## src/verilog/idau_pkg.sv

```systemverilog
// Constants and types shared by the indirect data address unit
package idau_pkg;

   // ------------------------------------------------------------
   // Widths
   // ------------------------------------------------------------
   localparam int          ADDR_W    = 12;
   localparam int          DATA_W    = 8;
   localparam int          HIGH_W    = ADDR_W - DATA_W;  // Implemented bits of a high byte
   localparam int          NUM_PTR   = 3;
   localparam int          IDX_W     = 2;
   localparam int          OFF_W     = 3;

   // ------------------------------------------------------------
   // Address map of the pointer blocks, one block of eight bytes per pointer
   // ------------------------------------------------------------
   localparam logic [11:0] PTR_BLOCK_BASE = 12'hFE0;
   localparam logic [11:0] PTR_BLOCK_SPAN = 12'h018;   // Three blocks of eight bytes
   localparam logic [2:0]  OFF_PLAIN      = 3'h0;
   localparam logic [2:0]  OFF_POSTDEC    = 3'h1;
   localparam logic [2:0]  OFF_POSTINC    = 3'h2;
   localparam logic [2:0]  OFF_PREINC     = 3'h3;
   localparam logic [2:0]  OFF_INDEXED    = 3'h4;
   localparam logic [2:0]  OFF_LOW        = 3'h5;
   localparam logic [2:0]  OFF_HIGH       = 3'h6;

   // ------------------------------------------------------------
   // Reset values and fixed answers
   // ------------------------------------------------------------
   localparam logic [11:0] PTR_RESET      = 12'h000;
   localparam logic [11:0] PTR_ONE        = 12'h001;
   localparam logic [7:0]  VIRT_READ_DATA = 8'h00;

   // Automatic pointer step requested by an access
   typedef enum logic [1:0] {STEP_NONE, STEP_INC, STEP_DEC} idau_step_e;

endpackage

```

## src/verilog/idau_pointer.sv

```systemverilog
// One 12-bit pointer register with byte writes and automatic stepping
`timescale 1ns/10ps
module idau_pointer
   import idau_pkg::*;
(
   input  wire logic              core_clk,
   input  wire logic              reset,
   input  wire idau_step_e        stepSel,
   input  wire logic              wrLow,
   input  wire logic              wrHigh,
   input  wire logic [DATA_W-1:0] wrData,
   output logic      [ADDR_W-1:0] value
);

   logic [ADDR_W-1:0] value_reg;
   logic [ADDR_W-1:0] value_next;

   // ------------------------------------------------------------
   // Next value
   // ------------------------------------------------------------
   // Stepping works on all twelve bits, so the low byte carries into the high one
   always_comb
   begin
      value_next = value_reg;
      case (stepSel)
         STEP_INC: value_next = value_reg + PTR_ONE;
         STEP_DEC: value_next = value_reg - PTR_ONE;
         default:  value_next = value_reg;
      endcase
      // A byte write cancels the step entirely, so software sees exactly what it stored
      if (wrLow || wrHigh)
      begin
         value_next = value_reg;
         if (wrLow)
            value_next[DATA_W-1:0] = wrData;
         if (wrHigh)
            value_next[ADDR_W-1:DATA_W] = wrData[HIGH_W-1:0];
      end
   end

   // Register stage
   always_ff @(posedge core_clk)
   begin
      if (reset)
         value_reg <= PTR_RESET;
      else
         value_reg <= value_next;
   end

   assign value = value_reg;

endmodule // idau_pointer

```

## src/verilog/idau_unit.sv

```systemverilog
// Indirect data address unit: three pointers, five virtual locations each
`timescale 1ns/10ps
module idau_unit
   import idau_pkg::*;
(
   input  wire logic              core_clk,
   input  wire logic              reset,
   input  wire logic              accValid,
   input  wire logic              accWrite,
   input  wire logic [ADDR_W-1:0] accAddr,
   input  wire logic [DATA_W-1:0] accWdata,
   input  wire logic [DATA_W-1:0] workingRegister,
   input  wire logic [DATA_W-1:0] ramRdata,
   output logic                   ramValid,
   output logic                   ramWrite,
   output logic      [ADDR_W-1:0] ramAddr,
   output logic      [DATA_W-1:0] ramWdata,
   output logic                   rdValid,
   output logic      [DATA_W-1:0] rdData,
   output logic                   rdZero,
   output logic      [ADDR_W-1:0] pointerZero,
   output logic      [ADDR_W-1:0] pointerOne,
   output logic      [ADDR_W-1:0] pointerTwo
);

   // ------------------------------------------------------------
   // Address decode helpers
   // ------------------------------------------------------------
   function automatic logic inBlock(input logic [ADDR_W-1:0] a);
      inBlock = (a >= PTR_BLOCK_BASE) && (a < PTR_BLOCK_BASE + PTR_BLOCK_SPAN);
   endfunction

   function automatic logic [OFF_W-1:0] blkOff(input logic [ADDR_W-1:0] a);
      logic [ADDR_W-1:0] rel;
      rel    = a - PTR_BLOCK_BASE;
      blkOff = rel[OFF_W-1:0];
   endfunction

   function automatic logic [IDX_W-1:0] blkIdx(input logic [ADDR_W-1:0] a);
      logic [ADDR_W-1:0] rel;
      rel    = a - PTR_BLOCK_BASE;
      blkIdx = rel[OFF_W +: IDX_W];
   endfunction

   function automatic logic isVirt(input logic [ADDR_W-1:0] a);
      isVirt = inBlock(a) && (blkOff(a) <= OFF_INDEXED);
   endfunction

   function automatic logic isPtrByte(input logic [ADDR_W-1:0] a);
      isPtrByte = inBlock(a) && ((blkOff(a) == OFF_LOW) || (blkOff(a) == OFF_HIGH));
   endfunction

   // ------------------------------------------------------------
   // Pointer registers
   // ------------------------------------------------------------
   logic [ADDR_W-1:0] ptrVal  [NUM_PTR];
   idau_step_e        stepSel [NUM_PTR];
   logic              wrLow   [NUM_PTR];
   logic              wrHigh  [NUM_PTR];

   genvar gi;
   generate
      for (gi = 0; gi < NUM_PTR; gi++)
      begin : g_ptr
         idau_pointer idau_pointer_inst
         (
            .core_clk (core_clk),
            .reset    (reset),
            .stepSel  (stepSel[gi]),
            .wrLow    (wrLow[gi]),
            .wrHigh   (wrHigh[gi]),
            .wrData   (accWdata),
            .value    (ptrVal[gi])
         );
      end
   endgenerate

   assign pointerZero = ptrVal[0];
   assign pointerOne  = ptrVal[1];
   assign pointerTwo  = ptrVal[2];

   // ------------------------------------------------------------
   // Address resolution
   // ------------------------------------------------------------
   logic              srcVirt;
   logic [IDX_W-1:0]  srcIdx;
   logic [ADDR_W-1:0] ptrCur;
   logic [ADDR_W-1:0] effAddr;
   idau_step_e        step;
   logic              tgtVirt;
   logic              tgtPtr;
   logic [IDX_W-1:0]  tgtIdx;
   logic [DATA_W-1:0] tgtByte;

   // Source decode picks the pointer and mode, then the target is classified
   always_comb
   begin
      srcVirt = isVirt(accAddr);
      srcIdx  = blkIdx(accAddr);
      ptrCur  = (srcVirt && (srcIdx < IDX_W'(NUM_PTR))) ? ptrVal[srcIdx] : PTR_RESET;
      effAddr = accAddr;
      step    = STEP_NONE;
      if (srcVirt)
      begin
         case (blkOff(accAddr))
            OFF_PLAIN:   effAddr = ptrCur;
            OFF_POSTDEC:
            begin
               effAddr = ptrCur;
               step    = STEP_DEC;
            end
            OFF_POSTINC:
            begin
               effAddr = ptrCur;
               step    = STEP_INC;
            end
            OFF_PREINC:
            begin
               effAddr = ptrCur + PTR_ONE;
               step    = STEP_INC;
            end
            OFF_INDEXED: effAddr = ptrCur + {{HIGH_W{workingRegister[DATA_W-1]}}, workingRegister};
            default:     effAddr = ptrCur;
         endcase
      end
      tgtVirt = isVirt(effAddr);
      tgtPtr  = isPtrByte(effAddr);
      tgtIdx  = blkIdx(effAddr);
      tgtByte = (blkOff(effAddr) == OFF_LOW) ? ptrVal[tgtIdx][DATA_W-1:0]
                                             : DATA_W'(ptrVal[tgtIdx][ADDR_W-1:DATA_W]);
   end

   // Steering of each pointer: its own step, and byte writes that land on it
   always_comb
   begin
      for (int k = 0; k < NUM_PTR; k++)
      begin
         stepSel[k] = (accValid && srcVirt && (srcIdx == IDX_W'(k))) ? step : STEP_NONE;
         wrLow[k]   = accValid && accWrite && tgtPtr && (tgtIdx == IDX_W'(k))
                      && (blkOff(effAddr) == OFF_LOW);
         wrHigh[k]  = accValid && accWrite && tgtPtr && (tgtIdx == IDX_W'(k))
                      && (blkOff(effAddr) == OFF_HIGH);
      end
   end

   // ------------------------------------------------------------
   // Output pipeline
   // ------------------------------------------------------------
   logic              ramValid_reg, ramValid_next;
   logic              ramWrite_reg, ramWrite_next;
   logic [ADDR_W-1:0] ramAddr_reg,  ramAddr_next;
   logic [DATA_W-1:0] ramWdata_reg, ramWdata_next;
   logic              cPend_reg,    cPend_next;
   logic [DATA_W-1:0] cData_reg,    cData_next;
   logic              cZero_reg,    cZero_next;
   logic              rdValid_reg,  rdValid_next;
   logic [DATA_W-1:0] rdData_reg,   rdData_next;
   logic              rdZero_reg,   rdZero_next;

   // Virtual targets never reach the RAM, which keeps stray writes harmless
   always_comb
   begin
      ramValid_next = accValid && !tgtVirt && !tgtPtr;
      ramWrite_next = accValid && accWrite && !tgtVirt && !tgtPtr;
      ramAddr_next  = ramAddr_reg;
      ramWdata_next = ramWdata_reg;
      if (accValid)
      begin
         ramAddr_next  = effAddr;
         ramWdata_next = accWdata;
      end
      cPend_next  = accValid && !accWrite && (tgtVirt || tgtPtr);
      cData_next  = tgtVirt ? VIRT_READ_DATA : tgtByte;
      cZero_next  = tgtVirt;
      // RAM answers during the cycle its address is shown, so both paths line up
      rdValid_next = cPend_reg || (ramValid_reg && !ramWrite_reg);
      rdData_next  = cPend_reg ? cData_reg : ramRdata;
      rdZero_next  = cPend_reg && cZero_reg;
   end

   // Register stage
   always_ff @(posedge core_clk)
   begin
      if (reset)
      begin
         ramValid_reg <= 1'h0;
         ramWrite_reg <= 1'h0;
         ramAddr_reg  <= PTR_RESET;
         ramWdata_reg <= VIRT_READ_DATA;
         cPend_reg    <= 1'h0;
         cData_reg    <= VIRT_READ_DATA;
         cZero_reg    <= 1'h0;
         rdValid_reg  <= 1'h0;
         rdData_reg   <= VIRT_READ_DATA;
         rdZero_reg   <= 1'h0;
      end
      else
      begin
         ramValid_reg <= ramValid_next;
         ramWrite_reg <= ramWrite_next;
         ramAddr_reg  <= ramAddr_next;
         ramWdata_reg <= ramWdata_next;
         cPend_reg    <= cPend_next;
         cData_reg    <= cData_next;
         cZero_reg    <= cZero_next;
         rdValid_reg  <= rdValid_next;
         rdData_reg   <= rdData_next;
         rdZero_reg   <= rdZero_next;
      end
   end

   assign ramValid = ramValid_reg;
   assign ramWrite = ramWrite_reg;
   assign ramAddr  = ramAddr_reg;
   assign ramWdata = ramWdata_reg;
   assign rdValid  = rdValid_reg;
   assign rdData   = rdData_reg;
   assign rdZero   = rdZero_reg;

   logic modePlain, modeDec, modeInc, modePre, modeIdx, ramTgt, selfWr;
   assign modePlain = accValid && srcVirt && (blkOff(accAddr) == OFF_PLAIN);
   assign modeDec   = accValid && srcVirt && (blkOff(accAddr) == OFF_POSTDEC);
   assign modeInc   = accValid && srcVirt && (blkOff(accAddr) == OFF_POSTINC);
   assign modePre   = accValid && srcVirt && (blkOff(accAddr) == OFF_PREINC);
   assign modeIdx   = accValid && srcVirt && (blkOff(accAddr) == OFF_INDEXED);
   assign ramTgt    = !tgtVirt && !tgtPtr;
   assign selfWr    = accValid && accWrite && tgtPtr && (tgtIdx == srcIdx);
endmodule // idau_unit

```

## config.mk

```make
export PLATFORM = sky130hd
export DESIGN_NAME = idau_unit
export DESIGN_NICKNAME = d
export VERILOG_FILES = /design/src/verilog/idau_pkg.sv /design/src/verilog/idau_pointer.sv /design/src/verilog/idau_unit.sv
export SDC_FILE = /design/constraint.sdc
export NUM_CORES = 1
export LEC_CHECK = 0
export BUFFER_PORTS_ARGS = -buffer_cell sky130_fd_sc_hd__buf_2
export CORE_ASPECT_RATIO = 1.4
export CORE_MARGIN = 2
export CORE_UTILIZATION = 60
export DETAILED_ROUTE_END_ITERATION = 16
export GPL_ROUTABILITY_DRIVEN = 0
export PLACE_DENSITY = 0.86
export SLEW_MARGIN = 20
export SYNTH_ARGS = -nofsm -noshare
export SYNTH_HDL_FRONTEND = slang
export SYNTH_HIERARCHICAL = 1
export SYNTH_SLANG_ARGS = --single-unit
export TNS_END_PERCENT = 20
```

## constraint.sdc

```tcl
create_clock -name core_clk -period 13.95 [get_ports core_clk]
set_input_delay 2.0925 -clock core_clk [delete_from_list [all_inputs] [get_ports core_clk]]
set_output_delay 2.0925 -clock core_clk [all_outputs]
set_load 0.005 [all_outputs]
```

Word-level counts from Yosys, hierarchy flattened. Cells that the tools add are included.

$add $sub $neg: 10. Order comparisons: 9. Equality and inequality tests: 22. Multiplexer cells: 28. Bitwise logic cells: 3. Reductions and logical operators: 53.

Operators by type and width (number): 2-to-1 mux 12 bit (9); one-hot mux 12 bit (2 select lines) (4); adder 12 x 1 -> 12 bit (second input constant) (4); binary-select mux 12 bit (select 2 bit) (2); subtractor 12 x 1 -> 12 bit (second input constant) (3); 2-to-1 mux 8 bit (4); logical AND 1 bit (29); greater-or-equal comparator 12 bit (second input constant) (2); less-than comparator 12 bit (second input constant) (2); 2-to-1 mux 4 bit (4); adder 12 bit (1); inequality test 2 x 1 -> 1 bit (second input constant) (6); AND reduction 2 bit (6); equality test 2 x 1 -> 1 bit (second input constant) (5); equality test 2 bit (second input constant) (5); subtractor 5 x 1 -> 5 bit (second input constant) (2); equality test 3 bit (second input constant) (3); nonzero test 3 bit (3); 2-to-1 mux 2 bit (4); equality test 3 x 2 -> 1 bit (second input constant) (2); greater-or-equal comparator 3 bit (second input constant) (2); <= comparator 3 bit (second input constant) (2); logical OR 1 bit (6); NOT 2 -> 3 bit (2); 8 further kinds (13).

Bits in registers: 78. Input port bits: 40. Output and inout bits: 68. Word-level logic and storage cells: 142.

Longest topological paths before layout. Gate-level depths: netlist (run 1).

Word-level depth: 19. Depth in mapped cells: 23. Mapped depth without buffers: 19.

Modules after synthesis. Netlist (run 1), hierarchy kept.

By module, submodules not included: idau_pointer (times used 3, cells an instance 153, area each 1166.1 µm², seq. area each 240.2 µm²); idau_unit (times used 1, cells an instance 387, area each 3134.3 µm², seq. area each 840.8 µm²).

Worst setup path before layout (run 1). Ideal clock, no wire load.

Path type: input -> register. From: in accAddr[4]. To: reg g_ptr[2].idau_pointer_inst.value_reg[4]. Setup time: 128 ps. Data arrival time: 6273 ps. Required time: 13822 ps. Slack: 7549 ps. Stages on the path: 23. Path buffers: 5. Cell sequence: buf_4 -> nand2_1 -> nand4_1 -> buf_2 -> buf_1 -> nor2_1 -> ha_1 -> fa_1 -> xor2_1 -> nor2_1 -> a211oi_2 -> a21oi_1 -> or3b_1 -> buf_6 -> or4_1 -> nor4_2 -> buf_6 -> inv_1 -> nand2_1 -> nor2_1 -> a22oi_1 -> a2bb2oi_1 -> nor2_1.

RTL lines: start, declared (line idau_unit.sv:10) `input wire logic [ADDR_W-1:0] accAddr,`; end signal, assigned (line idau_pointer.sv:47) `value_reg <= value_next;`; end, declared (line idau_pointer.sv:15) `logic [ADDR_W-1:0] value_reg;`.

==> impl_results.md, run 1 <==
* Achievable frequency at 0.1291 GHz
* Setup CP Type: in2reg
* Max FFs per register at 36
* Worst setup path endpoint: g_ptr[0].idau_pointer_inst/value[4]
* Total gr overflow at 0
* Critical Path Source: accAddr[4]
* Worst Skew at 0.01369 ns
* Reg2Reg Setup Slack at 8.27 ns
* Setup violators final at 0
* Final period util at 55.53%
* Arrival @ worst endpoint at 7.95 ns
* Leakage power at 0.002951 uW
* Post-DP HPWL at 14220 um
* Yosys warnings at 6
* Vias in the first global route at 6300
* Worst vdd ir at 0.05600 mV
* Synth top area cells: dfxtp_1 24%, mux2i_1 9.5%, nor2_1 6.4%
* Diode count at 0
* Htree depth at 3
* R2R depth at 19
* WP data required at 14.16 ns
* Setup tns final at 0 ns
* Most used DFF post-synth: dfxtp_1
* Total power at 508.9 uW
* Final net count at 959
* Antenna violations before repair at 0
* Top-level I/O count at 108
* Largest net degree at the start of global routing at 75
* Syn Area/Cell at 7.840 sq um
* Worst Tran Pin Value at 1.095 ns
* CP Launch Type: primary input
* Sequential share of the synthesized area at 23.54%
* Die Area at 11920 sq um
* Post-synth EDFFs at 0
* Clock transition at the registers of the reported paths at 0.07 ns
* Share of cells above drive strength 1 at 19.03%
* Count of final max-slew check failures at 0
* I/O Buffers at 107
* Cell taking the most area after synthesis: dfxtp_1
* Area Overhead vs Synth at 9.527%
* Count of cell types in the netlist at 78
* Setup Buffers After CTS at 0
* Die W at 92.86 um
* Post-Syn Nets at 901
* Row Count at 45
* Mapped cell area at 6633 sq um
* CTS Buffer Depth at 2
* Initial Util at 61.35%
* Post-cts resize count at 0
* Pwr/cell area at 70.05 nW/um^2
* Place WS at 5.900 ns
* Synthesized instance count at 846
* CTS Hold Bufs at 0
* Crit-path max FO at 25
* P_int at 370.2 uW
* DR DRC count at 0
* TritonCTS Buffers at 9
* Hold_ws at 0.4615 ns
* Most frequent cells in the layout: 113 x nor2_1, 107 x buf_2, 78 x dfxtp_1
* Status: completed
* Die H at 128.4 um
* All-layer global routing usage at 32.24%
* Comb pwr share at 9.6%
* CTS tree: done
* Rel. slew slack at 26.98%
* Worst reg2reg path startpoint: g_ptr[2].idau_pointer_inst/value[0]
* Avg WL per Cell at 18.87 um
* Core region area at 10810 sq um
* Routed WL at 19810 um
* Post-route ant nets at 0
* Hold Path Class: reg2reg
* Critical path endpoint category: flip-flop
* Starting DRT DRC Count at 814
* Pre-antenna DRT Iters at 7
* Reg-to-reg endpoint: g_ptr[0].idau_pointer_inst/value[4]
* First-pass GRT wire length at 31040 um
* Total number of vias at 7118
* Sw frac at 27.25%
* Max-Cap Viols at 0
* Sw power at 138.7 uW
* Clock Sinks at 78
* FF+latch count, synth at 78
* Flop pwr share at 45.2%
* Commonest non-fill, non-tap cell in the layout: nor2_1
* Final worst slack at 6.204 ns
* Clock power share at 45.1%
* Hold Path Stages at 2
* Fill cells at 936
* Cells after DPL at 1034
* Hold Fails Final Rpt at 0
* Shortest period the worst path allows at 7.746 ns
* Post-synth ARST share at 0%
* Vias/cell at 6.779
* Synth top area share at 23.54%
* Unrepaired setup endpoints after global routing: false
* Fin cells at 1050
* Worst skew pair latency at 0.35 ns
* CTS root buf: clkbuf_16
-- cell families after synthesis --
kind of cell / after synthesis / share of synthesized area (%)
multiplexers: 66 / 10.02
flip-flops: 78 / 23.54
XOR/XNOR: 26 / 3.433
AND/OR/NAND/NOR: 360 / 29.47
AO/OA/AOI/OAI: 216 / 23.01
buffers and inverters: 85 / 7.583
adder cells (fa/ha/maj): 15 / 2.943
-- worst min-delay path by stage --
| stage | startpoint | end | slack [ns] |
|---|---|---|---|
| finish | ramAddr[7] | ramAddr[7] | 0.46 |
| CTS | ramAddr[7] | ramAddr[7] | 0.46 |
| detailed placement | ramAddr[7] | ramAddr[7] | 0.45 |
| global route | cData_reg[0] | rdData[0] | 0.49 |
| global placement | cZero_reg | rdZero | 0.44 |
| floorplan | cZero_reg | rdZero | 0.44 |
-- area by class of cell --
cell class / count / area (sq um) / share of cell area, %
Multi-Input combinational cell: 683 / 4581 / 63.06
Tap cell: 141 / 176.4 / 2.429
Timing Repair Buffer: 113 / 580.6 / 7.992
Inverter: 19 / 71.32 / 0.9817
Sequential cell: 78 / 1562 / 21.50
Clock buffer: 9 / 225.2 / 3.100
Clock inverter: 7 / 68.82 / 0.9473
-- synthesized netlist by cell type, drive strengths merged, types with 9 or more instances --
library cell and number:
o31ai 10, and2 16, dfxtp 78, a21oi 57, nor2 114, a31oi 16, o21ai 26, mux2i 63
and3 9, xnor2 13, nor3 40, xor2 13, o221ai 10, inv 19, nand4 16, nand2 44
ha 14, a211oi 18, buf 46, o22ai 10, nor4 19, or4 21, clkbuf 17, nand3 33
-- through the flow --
step	util [%]	instance area (sq um)
after CTS	67.08	7252
after detailed placement	64.36	6958
after floorplan	-	6633
after global routing	67.20	7264
after global placement	64.36	6958
final	67.20	7264
-- worst max-delay path, stage by stage --
cell and delay, ns:
buf_2 0.38, nand2_1 0.13, nand4_1 0.72, nor2_1 0.13
ha_1 0.26, fa_1 0.43, a21o_1 0.20, a211oi_1 0.23
nor3_1 0.10, o22ai_2 0.84, o211a_1 0.33, nand4b_4 0.19
nor3_1 0.87, inv_1 0.27, nand2_1 0.30, nor2_1 0.07
a22oi_1 0.17, a2bb2oi_1 0.17, nor2_1 0.05
-- layer usage --
layer,wire (um),vias to the layer above,global-route usage [%]
li1,-,3299,-
met1,7411,3269,39.09
met2,9410,452,54.56
met3,1963,98,6.265
met4,1027,0,15.83
met5,0,-,0
-- power groups by stage --
stage	combinational, uW	sequential (uW)	clock, uW
floorplan	29.1	235	0
global placement	46.7	235	0
detailed placement	47.6	235	0
CTS	48.1	230	231
global route	52.9	231	241
finish	49.1	230	230
(Power assumes the default switching activity.)
==> run 2, diff against run 1 <==
--- a/config.mk
+++ b/config.mk
@@ -8,10 +8,10 @@
 export BUFFER_PORTS_ARGS = -buffer_cell sky130_fd_sc_hd__buf_2
 export CORE_ASPECT_RATIO = 1.4
 export CORE_MARGIN = 2
-export CORE_UTILIZATION = 60
+export CORE_UTILIZATION = 58
 export DETAILED_ROUTE_END_ITERATION = 16
 export GPL_ROUTABILITY_DRIVEN = 0
-export PLACE_DENSITY = 0.86
+export PLACE_DENSITY = 0.84
 export SLEW_MARGIN = 20
 export SYNTH_ARGS = -nofsm -noshare
 export SYNTH_HDL_FRONTEND = slang
==> constraint.sdc (replaced) <==
create_clock -name core_clk -period 7.9 [get_ports core_clk]
set_input_delay 1.185 -clock core_clk [delete_from_list [all_inputs] [get_ports core_clk]]
set_output_delay 1.185 -clock core_clk [all_outputs]
set_load 0.005 [all_outputs]
==> run 2 against run 1 <==
Critical path type unchanged. Worst setup slack lost 4.4 ns. Global-route usage shrank 0.73 points. Cell count grew 0.57%. Largest cell class unchanged. Design area grew 0.26%. Worst hold slack lost 0.0089 ns. Via count shrank 0.53%. Wire length grew 0.26%. Core utilization shrank 2.3 points. Clock-buffer cell count grew 1. Power grew 79%. Sequential power grew 77%. Die area grew 3.3%.
==> impl_results.md, run 2 (synthesized netlist as in run 1, its figures left out) <==
* Commonest non-fill, non-tap cell in the layout: nor2_1
* Setup CP Type: in2reg
* Achievable frequency at 0.1637 GHz
* I/O Buffers at 107
* Clock Sinks at 78
* Max FFs per register at 36
* Routed WL at 19860 um
* Clock transition at the registers of the reported paths at 0.06 ns
* Hold Path Stages at 1
* Setup Buffers After CTS at 0
* WP data required at 8.09 ns
* Top-level I/O count at 108
* Share of cells above drive strength 1 at 18.97%
* Vias in the first global route at 6274
* TritonCTS Buffers at 9
* Hold Path Class: reg2reg
* Crit-path max FO at 20
* Starting DRT DRC Count at 689
* Largest net degree at the start of global routing at 75
* Post-cts resize count at 0
* Diode count at 0
* Hold Fails Final Rpt at 0
* Fin cells at 1056
* CTS root buf: clkbuf_16
* Unrepaired setup endpoints after global routing: false
* Die W at 94.38 um
* R2R depth at 19
* Final net count at 962
* Shortest period the worst path allows at 6.109 ns
* Die H at 130.5 um
* CP Launch Type: primary input
* Worst skew pair latency at 0.34 ns
* Post-route ant nets at 0
* CTS tree: done
* Total power at 909.8 uW
* CTS Buffer Depth at 2
* Pre-antenna DRT Iters at 8
* Rel. slew slack at 39.10%
* Core region area at 11220 sq um
* Area Overhead vs Synth at 9.810%
* Post-DP HPWL at 14280 um
* Setup violators final at 0
* Critical path endpoint category: flip-flop
* Setup tns final at 0 ns
* Vias/cell at 6.705
* Arrival @ worst endpoint at 6.30 ns
* Most frequent cells in the layout: 113 x nor2_1, 107 x buf_2, 78 x dfxtp_1
* Status: completed
* Antenna violations before repair at 0
* Worst Tran Pin Value at 0.9066 ns
* Leakage power at 0.002975 uW
* Total number of vias at 7080
* Max-Cap Viols at 0
* Htree depth at 3
* Avg WL per Cell at 18.81 um
* DR DRC count at 0
* First-pass GRT wire length at 30890 um
* Row Count at 46
* Pwr/cell area at 124.9 nW/um^2
* Final period util at 77.33%
* Fill cells at 976
* Count of final max-slew check failures at 0
* Total gr overflow at 0
* Worst Skew at 0.006113 ns
* CTS Hold Bufs at 0
* Initial Util at 59.10%
* Cells after DPL at 1040
* Die Area at 12320 sq um
* Worst vdd ir at 0.1105 mV
* All-layer global routing usage at 31.51%
## run 2: changes by cell type in the layout (fill, tap and decap cells not counted), sizes merged
cell	previous run	this run
buf	113	116
bufinv	0	1
clkbuf	9	10
clkinv	3	4
clkinvlp	2	0
inv	21	20
## run 2: report_power, final
group          total, uW  internal (uW)  switching, uW
clock network        417            247            170
registers            406            402           4.00
logic               86.8           32.0           54.8
## run 2: metal layers
metal	global-route usage, %	part of all wire [%]	routed length, um
met1	38.19	38	7606
met3	6.193	8.8	1749
met4	17.14	5.1	1013
met2	52.44	48	9494
met5	0	0	0
## run 2: path summary, 6_finish.rpt
path / startpoint / to / slack, ns
setup / recovery: accAddr[4] / g_ptr[0].idau_pointer_inst/value[4] / 1.79
hold / removal: cZero_reg / rdZero / 0.45
setup reg to reg: g_ptr[2].idau_pointer_inst/value[1] / g_ptr[1].idau_pointer_inst/value[4] / 2.61
hold reg to reg: cZero_reg / rdZero / 0.45
## run 2: per-stage QoR
step | utilization [%] | cell area (sq um) | hold slack, ns | setup slack (ns)
after detailed placement | 62.23 | 6984 | 0.4460 | 1.563
final | 64.89 | 7283 | 0.4526 | 1.791
after CTS | 64.89 | 7283 | 0.4562 | 1.920
after floorplan | - | 6633 | 0.4367 | 2.406
after global placement | 62.23 | 6984 | 0.4446 | 1.737
after global routing | 64.89 | 7283 | 0.4792 | 1.348
## run 2: critical path, cell delays in order
cell and delay (ns):
buf_2 0.38, and2b_1 0.36, a21oi_1 0.24, nor2_1 0.06
ha_1 0.23, fa_1 0.43, a21o_1 0.21, a221oi_1 0.46
o21ai_0 0.22, mux2i_1 0.19, nor2_1 0.20, nand4b_4 0.23
nor3_1 0.79, inv_1 0.29, nand2_1 0.28, nor2_1 0.07
a22oi_1 0.21, a2bb2oi_1 0.18, nor2_1 0.05
## run 2: cell type report
type / count / area, sq um / share of cell area, %
clock inverters: 6 / 70.07 / 0.9620
multi-input cells: 683 / 4568 / 62.72
clock buffers: 10 / 229.0 / 3.144
inverters: 19 / 71.32 / 0.9792
repair buffers: 116 / 603.1 / 8.280
well taps: 144 / 180.2 / 2.474
flip-flops and latches: 78 / 1562 / 21.44
